**src/core/ssc_pkg.sv**
```systemverilog
// shared constants and types for the simultaneous sample conversion link
// Notes on behaviour
// [RULE_01] span pin high gives 10 V, low 5 V
// [RULE_02] host waits 80 us after span change
// [RULE_03] host resets device after power-up; the host drives no reset, both ends take reset_n from the interface
// [RULE_04] trigger rising edge holds all eight channels
// [RULE_05] internal clock times conversion, 4 us total
// [RULE_06] busy falls only after all eight conversions
// [RULE_07] busy fall returns channels to tracking
// [RULE_08] new results readable once busy is low
// [RULE_09] previous results readable while busy high
// [RULE_10] span pin kept fixed during operation
// [RULE_11] busy rises at trigger, holds until done
// [RULE_12] results coded in two's complement
// [RULE_13] triggers during busy are ignored
package ssc_pkg;
    // ==========================================
    // sizes
    localparam int SSC_CHANNELS = 8;
    localparam int SSC_RES_BITS = 18;
    localparam int SSC_CH_BITS = 3;
    // ==========================================
    // timing
    localparam int SSC_CLK_MHZ = 20;
    localparam int SSC_CONV_NS = 4000;
    localparam int SSC_CONV_CYC = (SSC_CONV_NS * SSC_CLK_MHZ) / 1000;
    localparam int SSC_CH_CYC = SSC_CONV_CYC / SSC_CHANNELS;
    localparam int SSC_SETTLE_US = 80;
    localparam int SSC_SETTLE_CYC = SSC_SETTLE_US * SSC_CLK_MHZ;
    localparam int SSC_CNT_BITS = 12;
    // ==========================================
    // span codes
    localparam logic SSC_SPAN_10V = 1'b1;
    localparam logic SSC_SPAN_5V = 1'b0;

    typedef logic signed [SSC_RES_BITS-1:0] ssc_sample_t;

    typedef enum logic [1:0] {
        SSC_IDLE = 2'b00,
        SSC_CONV = 2'b01,
        SSC_DONE = 2'b11
    } ssc_state_t;
endpackage

```
**src/core/ssc_if.sv**
```systemverilog
// interface joining the converter device and its host controller
`timescale 1ns/100ps
interface ssc_if
    import ssc_pkg::*;
(
    input wire logic ref_clk,
    input wire logic reset_n
);
    logic sample_trigger;
    logic span_select;
    logic busy;
    logic [SSC_CH_BITS-1:0] rd_channel;
    ssc_sample_t rd_data;

    modport device (
        input ref_clk,
        input reset_n,
        input sample_trigger,
        input span_select,
        input rd_channel,
        output busy,
        output rd_data
    );

    modport host (
        input ref_clk,
        input reset_n,
        output sample_trigger,
        output span_select,
        output rd_channel,
        input busy,
        input rd_data
    );
endinterface

```
**src/core/ssc_device.sv**
```systemverilog
// converter end: sample hold, timed conversion, result register
`timescale 1ns/100ps
module ssc_device
    import ssc_pkg::*;
#(
    parameter int CONV_CYC = SSC_CONV_CYC
)
(
    ssc_if.device link,
    input wire ssc_sample_t ana_in [SSC_CHANNELS],
    output logic hold,
    output logic span_10v
);
    // ==========================================
    // state
    ssc_state_t state_ff, nxt_state;
    logic trig_d_ff, nxt_trig_d;
    logic [SSC_CNT_BITS-1:0] cnt_ff, nxt_cnt;
    logic [SSC_CH_BITS-1:0] ch_ff, nxt_ch;
    logic span_ff, nxt_span;
    ssc_sample_t held_ff [SSC_CHANNELS];
    ssc_sample_t res_ff [SSC_CHANNELS];
    ssc_sample_t work_ff [SSC_CHANNELS];
    ssc_sample_t rd_ff;
    logic rise;
    logic ch_last;

    assign rise = link.sample_trigger & ~trig_d_ff;
    assign ch_last = (cnt_ff == SSC_CNT_BITS'(CONV_CYC / SSC_CHANNELS - 1));

    always_comb
    begin
        nxt_state = state_ff;
        nxt_trig_d = link.sample_trigger;
        nxt_cnt = cnt_ff;
        nxt_ch = ch_ff;
        nxt_span = link.span_select; // RULE_01
        case (state_ff)
            SSC_IDLE:
            begin
                if (rise)
                begin
                    nxt_state = SSC_CONV; // RULE_11
                    nxt_cnt = '0;
                    nxt_ch = '0;
                end
            end
            SSC_CONV:
            begin
                // further edges fall through here untouched
                if (ch_last) // RULE_13
                begin
                    nxt_cnt = '0;
                    nxt_ch = ch_ff + 1'b1;
                    if (ch_ff == SSC_CH_BITS'(SSC_CHANNELS - 1))
                        nxt_state = SSC_DONE; // RULE_06
                end
                else
                    nxt_cnt = cnt_ff + 1'b1; // RULE_05
            end
            SSC_DONE: nxt_state = SSC_IDLE; // RULE_07
            default: nxt_state = SSC_IDLE;
        endcase
    end

    always_ff @(posedge link.ref_clk or negedge link.reset_n)
    begin
        if (!link.reset_n)
        begin
            state_ff <= SSC_IDLE;
            trig_d_ff <= 1'b0;
            cnt_ff <= '0;
            ch_ff <= '0;
            span_ff <= SSC_SPAN_5V;
        end
        else
        begin
            state_ff <= nxt_state;
            trig_d_ff <= nxt_trig_d;
            cnt_ff <= nxt_cnt;
            ch_ff <= nxt_ch;
            span_ff <= nxt_span;
        end
    end

    // ==========================================
    // sample, convert, publish
    // results stay put until the whole set is done, so reads mid-conversion see old data
    genvar gi;
    generate
        for (gi = 0; gi < SSC_CHANNELS; gi++)
        begin : g_ch
            always_ff @(posedge link.ref_clk or negedge link.reset_n)
            begin
                if (!link.reset_n)
                begin
                    held_ff[gi] <= '0;
                    work_ff[gi] <= '0;
                    res_ff[gi] <= '0;
                end
                else
                begin
                    if (state_ff == SSC_IDLE && rise)
                        held_ff[gi] <= ana_in[gi]; // RULE_04
                    if (state_ff == SSC_CONV && ch_last && ch_ff == SSC_CH_BITS'(gi))
                        work_ff[gi] <= held_ff[gi]; // RULE_12
                    if (state_ff == SSC_CONV && ch_last && ch_ff == SSC_CH_BITS'(SSC_CHANNELS - 1))
                        res_ff[gi] <= (gi == SSC_CHANNELS - 1) ? held_ff[gi] : work_ff[gi]; // RULE_08 RULE_09
                end
            end
        end
    endgenerate

    always_ff @(posedge link.ref_clk or negedge link.reset_n)
    begin
        if (!link.reset_n)
            rd_ff <= '0;
        else
            rd_ff <= res_ff[link.rd_channel]; // RULE_09
    end

    assign link.busy = (state_ff == SSC_CONV); // RULE_11
    assign link.rd_data = rd_ff;
    assign hold = (state_ff == SSC_CONV); // RULE_04 RULE_07
    assign span_10v = span_ff; // RULE_01
endmodule

```
**src/flat_wrapper.sv**
```systemverilog
// flat-port wrapper written by rule: the top's interface ports become plain ports
module ssc_device_flat import ssc_pkg::*;
#(
    parameter int CONV_CYC = SSC_CONV_CYC
)
  (ana_in, hold, span_10v, ref_clk, reset_n, link_sample_trigger, link_span_select, link_rd_channel, link_busy, link_rd_data);
  ssc_if link_i (.ref_clk(ref_clk), .reset_n(reset_n));
  input wire ssc_sample_t ana_in[SSC_CHANNELS];
  output logic hold;
  output logic span_10v;
  input wire logic ref_clk;
  input wire logic reset_n;
  input wire logic [$bits(link_i.sample_trigger)-1:0] link_sample_trigger;
  input wire logic [$bits(link_i.span_select)-1:0] link_span_select;
  input wire logic [$bits(link_i.rd_channel)-1:0] link_rd_channel;
  output wire logic [$bits(link_i.busy)-1:0] link_busy;
  output wire logic [$bits(link_i.rd_data)-1:0] link_rd_data;
  assign link_i.sample_trigger = link_sample_trigger;
  assign link_i.span_select = link_span_select;
  assign link_i.rd_channel = link_rd_channel;
  assign link_busy = link_i.busy;
  assign link_rd_data = link_i.rd_data;
  ssc_device #(.CONV_CYC(CONV_CYC)) u_core (.link(link_i), .ana_in(ana_in), .hold(hold), .span_10v(span_10v));
endmodule
```
**config.mk**
```make
export PLATFORM = sky130hd
export DESIGN_NAME = ssc_device_flat
export DESIGN_NICKNAME = d
export VERILOG_FILES = /design/src/core/ssc_pkg.sv /design/src/core/ssc_if.sv /design/src/core/ssc_device.sv /design/src/flat_wrapper.sv
export SDC_FILE = /design/constraint.sdc
export NUM_CORES = 1
export LEC_CHECK = 0
export ABC_AREA = 1
export BUFFER_PORTS_ARGS = -buffer_cell sky130_fd_sc_hd__buf_2
export CORE_AREA = 2 2 207 209
export CTS_CLUSTER_SIZE = 24
export DETAILED_ROUTE_END_ITERATION = 6
export DIE_AREA = 0 0 209 211
export PLACE_DENSITY = 0.77
export SYNTH_ARGS = -nofsm -noshare
export SYNTH_HDL_FRONTEND = slang
export SYNTH_SLANG_ARGS = --single-unit
```
**constraint.sdc**
```tcl
create_clock -name ref_clk -period 2.2 [get_ports ref_clk]
set_input_delay 0.22 -clock ref_clk [delete_from_list [all_inputs] [get_ports ref_clk]]
set_output_delay 0.22 -clock ref_clk [all_outputs]
set_load 0.02 [all_outputs]
```
; After elaboration in Yosys (flattened, before gate mapping)
; Index checks and enable logic that the tools add are counted.
[op_classes]
add_sub_neg = 2
mul = 0
div_mod_pow = 0
magnitude_cmp = 1
eq_ne = 12
n_shift = 0
n_mux = 13
n_bitwise = 3
n_reduce_logical = 16
[ops]
columns = cell, n
row1 = binary-select mux 18 bit (select 3 bit), 1
row2 = 2-to-1 mux 18 bit, 2
row3 = 2-to-1 mux 12 bit, 2
row4 = case mux 12 bit (2 select lines), 1
row5 = "adder 12 x 1 -> 12 bit, second input constant", 1
row6 = "equality test 12 x 4 -> 1 bit, second input constant", 1
row7 = "equality test 3 bit, second input constant", 4
row8 = logical AND 1 bit, 10
row9 = "equality test 3 x 2 -> 1 bit, second input constant", 2
row10 = 2-to-1 mux 2 bit, 3
row11 = 2-to-1 mux 3 bit, 2
row12 = "!= test 2 x 1 -> 1 bit, second input constant", 3
row13 = case mux 3 bit (2 select lines), 1
row14 = AND reduction 3 bit, 2
row15 = ">= comparator 4 bit, second input constant", 1
row16 = inverter 3 -> 4 bit, 1
row17 = case mux 2 bit (2 select lines), 1
row18 = "adder 3 x 1 -> 3 bit, second input constant", 1
row19 = "equality test 3 x 1 -> 1 bit, second input constant", 1
row20 = logical NOT 3 bit, 1
row21 = "equality test 2 x 1 -> 1 bit, second input constant", 1
row22 = logical NOT 2 bit, 1
row23 = AND reduction 2 bit, 1
row24 = nonzero test 2 bit, 1
row25 = 2 further kinds, 2
[totals]
reg_bits = 451
latch_bits = 0
ramBits = 0
mem_bits_ro = 0
input_bits = 151
output_inout_bits = 21
wordCells = 76
n_memories = 0

; Depth between registers and ports, before layout
[logic_depth]
ltp_word = 4
depth_mapped = 10
ltp_nobuf = 8

; Worst setup path before layout
; OpenSTA, ideal clock, no wires.
[synth_timing]
path_kind = register -> register
startpoint = register u_core.cnt_ff[1]
endpoint = register u_core.work_ff[100] in the netlist's numbering
setup_time_ns = 0.066
t_arrival_ns = 1.682
required_time_ns = 2.134
path_slack_ns = 0.452
path_stages_with_launch = 10
path_buffers = 1
period_less_slack_ns = 1.748
cell_sequence = dfrtp_1 -> inv_1 -> ha_1 -> nand3_4 -> nor2_8 -> nand3_4 -> nor2_8 -> buf_6 -> nand2_1 -> nand2_1
[synth_between]
elab_chain_cells = 3
[synth_rtl]
columns = item, line
row1 = "start, declared", ssc_device.sv:18  ; logic [SSC_CNT_BITS-1:0] cnt_ff, nxt_cnt;
row2 = "start signal, assigned", ssc_device.sv:80  ; cnt_ff <= nxt_cnt;
row3 = equality test 12 x 4 -> 1 bit, ssc_device.sv:29  ; assign ch_last = (cnt_ff == SSC_CNT_BITS'(CONV_CYC / SSC_CHANNELS - 1));
row4 = logical AND 1 bit (2 in series), ssc_device.sv:105  ; if (state_ff == SSC_CONV && ch_last && ch_ff == SSC_CH_BITS'(gi))
row5 = "end signal, assigned by index", ssc_device.sv:106  ; work_ff[gi] <= held_ff[gi];
row6 = "end, declared", ssc_device.sv:23  ; ssc_sample_t work_ff [SSC_CHANNELS];
; Every way passes these cells.
; A chain may end at the register's enable or synchronous reset.

; Worst setup path after layout
[layout_timing]
startpoint = register u_core.cnt_ff[0]
endpoint = register u_core.work_ff[73] in the netlist's numbering
; The elaborated chain is that of the path after synthesis.

==> run metrics <==
Critical Path Max Stage Delay around 0.44 ns; CP Capture Type flop; Die H around 210 um; total negative setup slack 0 ns; top-area cell type share of the netlist area 54.6%; Max Freq 0.527 GHz; Gate Count Post-Synth 2609; first-pass GRT wire length a little under 90000 um; Initial Utilization 49.5%; port bufs 171; initial antenna violation count 0; crit share post-route 86.3%; Setup Skew 0.0219 ns; Slowest-stage cell, CP dfrtp_1; Synth-to-Final Area Change 22.7%; number of global-route vias before repair 17102; Comb pwr share around 17%; gpl congestion 0.909; # IOs 172; WP data arrival 2.41 ns; post-synthesis async set-or-reset flop share 100%; crit start category flop; Die Wd 209 um; share of post-route cells with drive strength above 1 a little over a tenth; Lkg Pwr between 10 and 15 nW; syn nets approximately 2800; HPWL Detailed 35100 um; setup bufs post-CTS 0; gr usage total approximately 25%; dominant cells by area after synthesis dfrtp_1, nand2_1, inv_1, o21ai_0, nand4_1; CTS buffer count 48; CTS max path bufs 3; Worst-Margin Slew 0.672 ns; DP Area 22200 sq um; Netlist cell types 25; Final nets 3046; root buf cell clkbuf_16; clock share of power between 30% and 40%; final count of pins violating max slew 0; Sw Share 29.3%; GRT overflow 0; critical path type flop to flop; Routed wire per std cell 15.3 um; status finished clean; Post-Layout Inst Area 25300 sq um; power share of the sequential group 46.3%; DRC Markers 0; Hold Path Class input pin to async pin; min Tclk post-route 1.90 ns; final hold vios 0; P_sw 6.78 mW; die area 44100 sq um; ANT cells 0; top_reg_cell synth dfrtp_1; worst skew pair latency 0.58 ns; #FFs+latches synth 451; Max IR drop VDD around 560 uV; core area around 42000 sq um; via count 17209; post-synth top area cell dfrtp_1; Worst Path Required 2.71 ns; syn_area_per_cell 7.92 sq um; final setup fails 0; RSZ-0062 raised after global routing no; Rel. slew slack 54.9%; non-filler instance count after layout between 3000 and 4000; Max Cap Viol 0; CTS tree yes; DRT iter0 DRCs 1413; H-tree depth 2; pin count of the biggest net entering global routing 101; DP Cell Count 3229; PwrDens roughly 910 nW/um^2; EDFF count, synth 0; worst-path cell chain ha_1, nand3_4, nor2_8, nand3_4, buf_4, nor2_8, nand2_1, nand2_1; sequential fraction of the synthesis area about 55%; CTS Sinks 451; Initial DRT Pass Iterations 5; synthesized area 20700 sq um; via/cell ratio between 4 and 5; YS warnings 0; WL final 53000 um; Detail Route Antenna Nets 0; cell-internal power 16.4 mW; num rows 75; CP Max Fanout 18; Reg clk slew, reported paths 0.06 ns
[layout by cell type, fill, tap and decap left out, types with 2 or more instances in the layout]
cell type,Yosys,final
inv_1,586,585
dfrtp_1,451,451
bufinv_16,0,6
buf_4,1,31
nor2_8,8,8
nor2_4,3,4
dlygate4sd3_1,0,147
inv_2,3,3
clkinv_1,4,4
ha_1,8,8
and2_1,18,18
clkbuf_8,0,13
or2_2,2,2
nand2_1,825,825
nor2_1,35,34
clkbuf_16,0,49
a21oi_1,90,90
clkbuf_1,87,10
buf_12,0,18
o21ai_0,206,206
clkinv_2,0,5
nand3_4,2,3
buf_2,33,170
nand3_1,64,64
nand4_1,161,161
[power by group through the flow]
stage               registers [mW]  clock network [mW]  logic (mW)
CTS                           10.7                8.71        3.90
detailed placement            10.8                   0        3.67
floorplan                     10.5                   0        2.49
global route                  10.9                9.02        4.43
finish                        10.7                8.55        3.89
global placement              10.8                   0        3.55
[layout make-up]
class / instances / area, sq um
multi-input combinational: 1426 / 6540
clock buffer: 72 / 1440
inverter: 593 / 2230
sequential: 451 / 11300
fill: 3517 / 16400
clock inverter: 14 / 234
timing repair buffer: 367 / 2930
tap: 539 / 674
[final timing paths]
kind / from / to / slack [ns] / cells after the start
setup / recovery: u_core.cnt_ff[0] / u_core.work_ff[73] / 0.30 / 8
hold / removal: reset_n / u_core.held_ff[20] / 0.17 / 2
min in group ref_clk: link_rd_channel[2] / u_core.link.rd_data[8] / 0.19 / 4
hold reg to reg: u_core.held_ff[105] / u_core.work_ff[105] / 0.47 / 2
max in group asynchronous: reset_n / u_core.held_ff[67] / 1.23 / 3
setup reg to reg: u_core.cnt_ff[0] / u_core.work_ff[73] / 0.30 / 8
[critical path: cells and delay by family (launching register included)]
kind                     cells  cell delay, ns
buffers and inverters        1            0.25
adder cells (fa/ha/maj)      1            0.26
flip-flops                   1            0.44
AND/OR/NAND/NOR              6            0.88
[synthesized netlist by cell type, types with 7 or more instances]
library cell  instances
nand2_1             825
inv_1               586
dfrtp_1             451
o21ai_0             206
nand4_1             161
a21oi_1              90
clkbuf_1             87
nand3_1              64
nor2_1               35
buf_2                33
and2_1               18
buf_1                11
ha_1                  8
nor2_8                8
buf_6                 7
[kinds of logic after synthesis]
group                    after synthesis  synth area share (%)
AO/OA/AOI/OAI                        297                  7.20
flip-flops                           451                  54.6
AND/OR/NAND/NOR                     1121                  23.9
buffers and inverters                732                  13.8
adder cells (fa/ha/maj)                8                 0.485
[metrics by stage]
step	power (mW)	worst slack, ns	hold WS [ns]	utilization, %
after floorplan	13.0	0.452	-0.0756	-
after global placement	14.3	0.349	0.184	53.1
after detailed placement	14.5	0.295	0.188	53.1
after CTS	23.3	0.289	0.143	60.7
after global routing	24.3	0.169	0.190	60.7
final	23.2	0.301	0.174	60.7
[routing by layer]
layer	global-route usage [%]	share of wire [%]	vias up
li1	-	-	8444
met2	40.0	46	550
met5	0	0	-
met4	9.41	3.3	0
met1	33.7	44	8107
met3	3.30	6.0	108
[sequential cells by signal, summed over array words and instances (netlist names)]
| register | cells |
|---|---|
| u_core.span_10v | 1 |
| u_core.held_ff | 144 |
| u_core.trig_d_ff | 1 |
| u_core.res_ff | 144 |
| u_core.state_ff | 2 |
| u_core.ch_ff | 3 |
| u_core.cnt_ff | 12 |
| u_core.work_ff | 126 |
| u_core.link.rd_data | 18 |
[what timing repair did]
action                     4_1_cts  5_1_grt
hold endpoints to repair       197        0
resized for setup                0        0
setup endpoints to repair        0        0
hold buffers                   147        0
No activity file was read; power rests on OpenSTA's default activity.
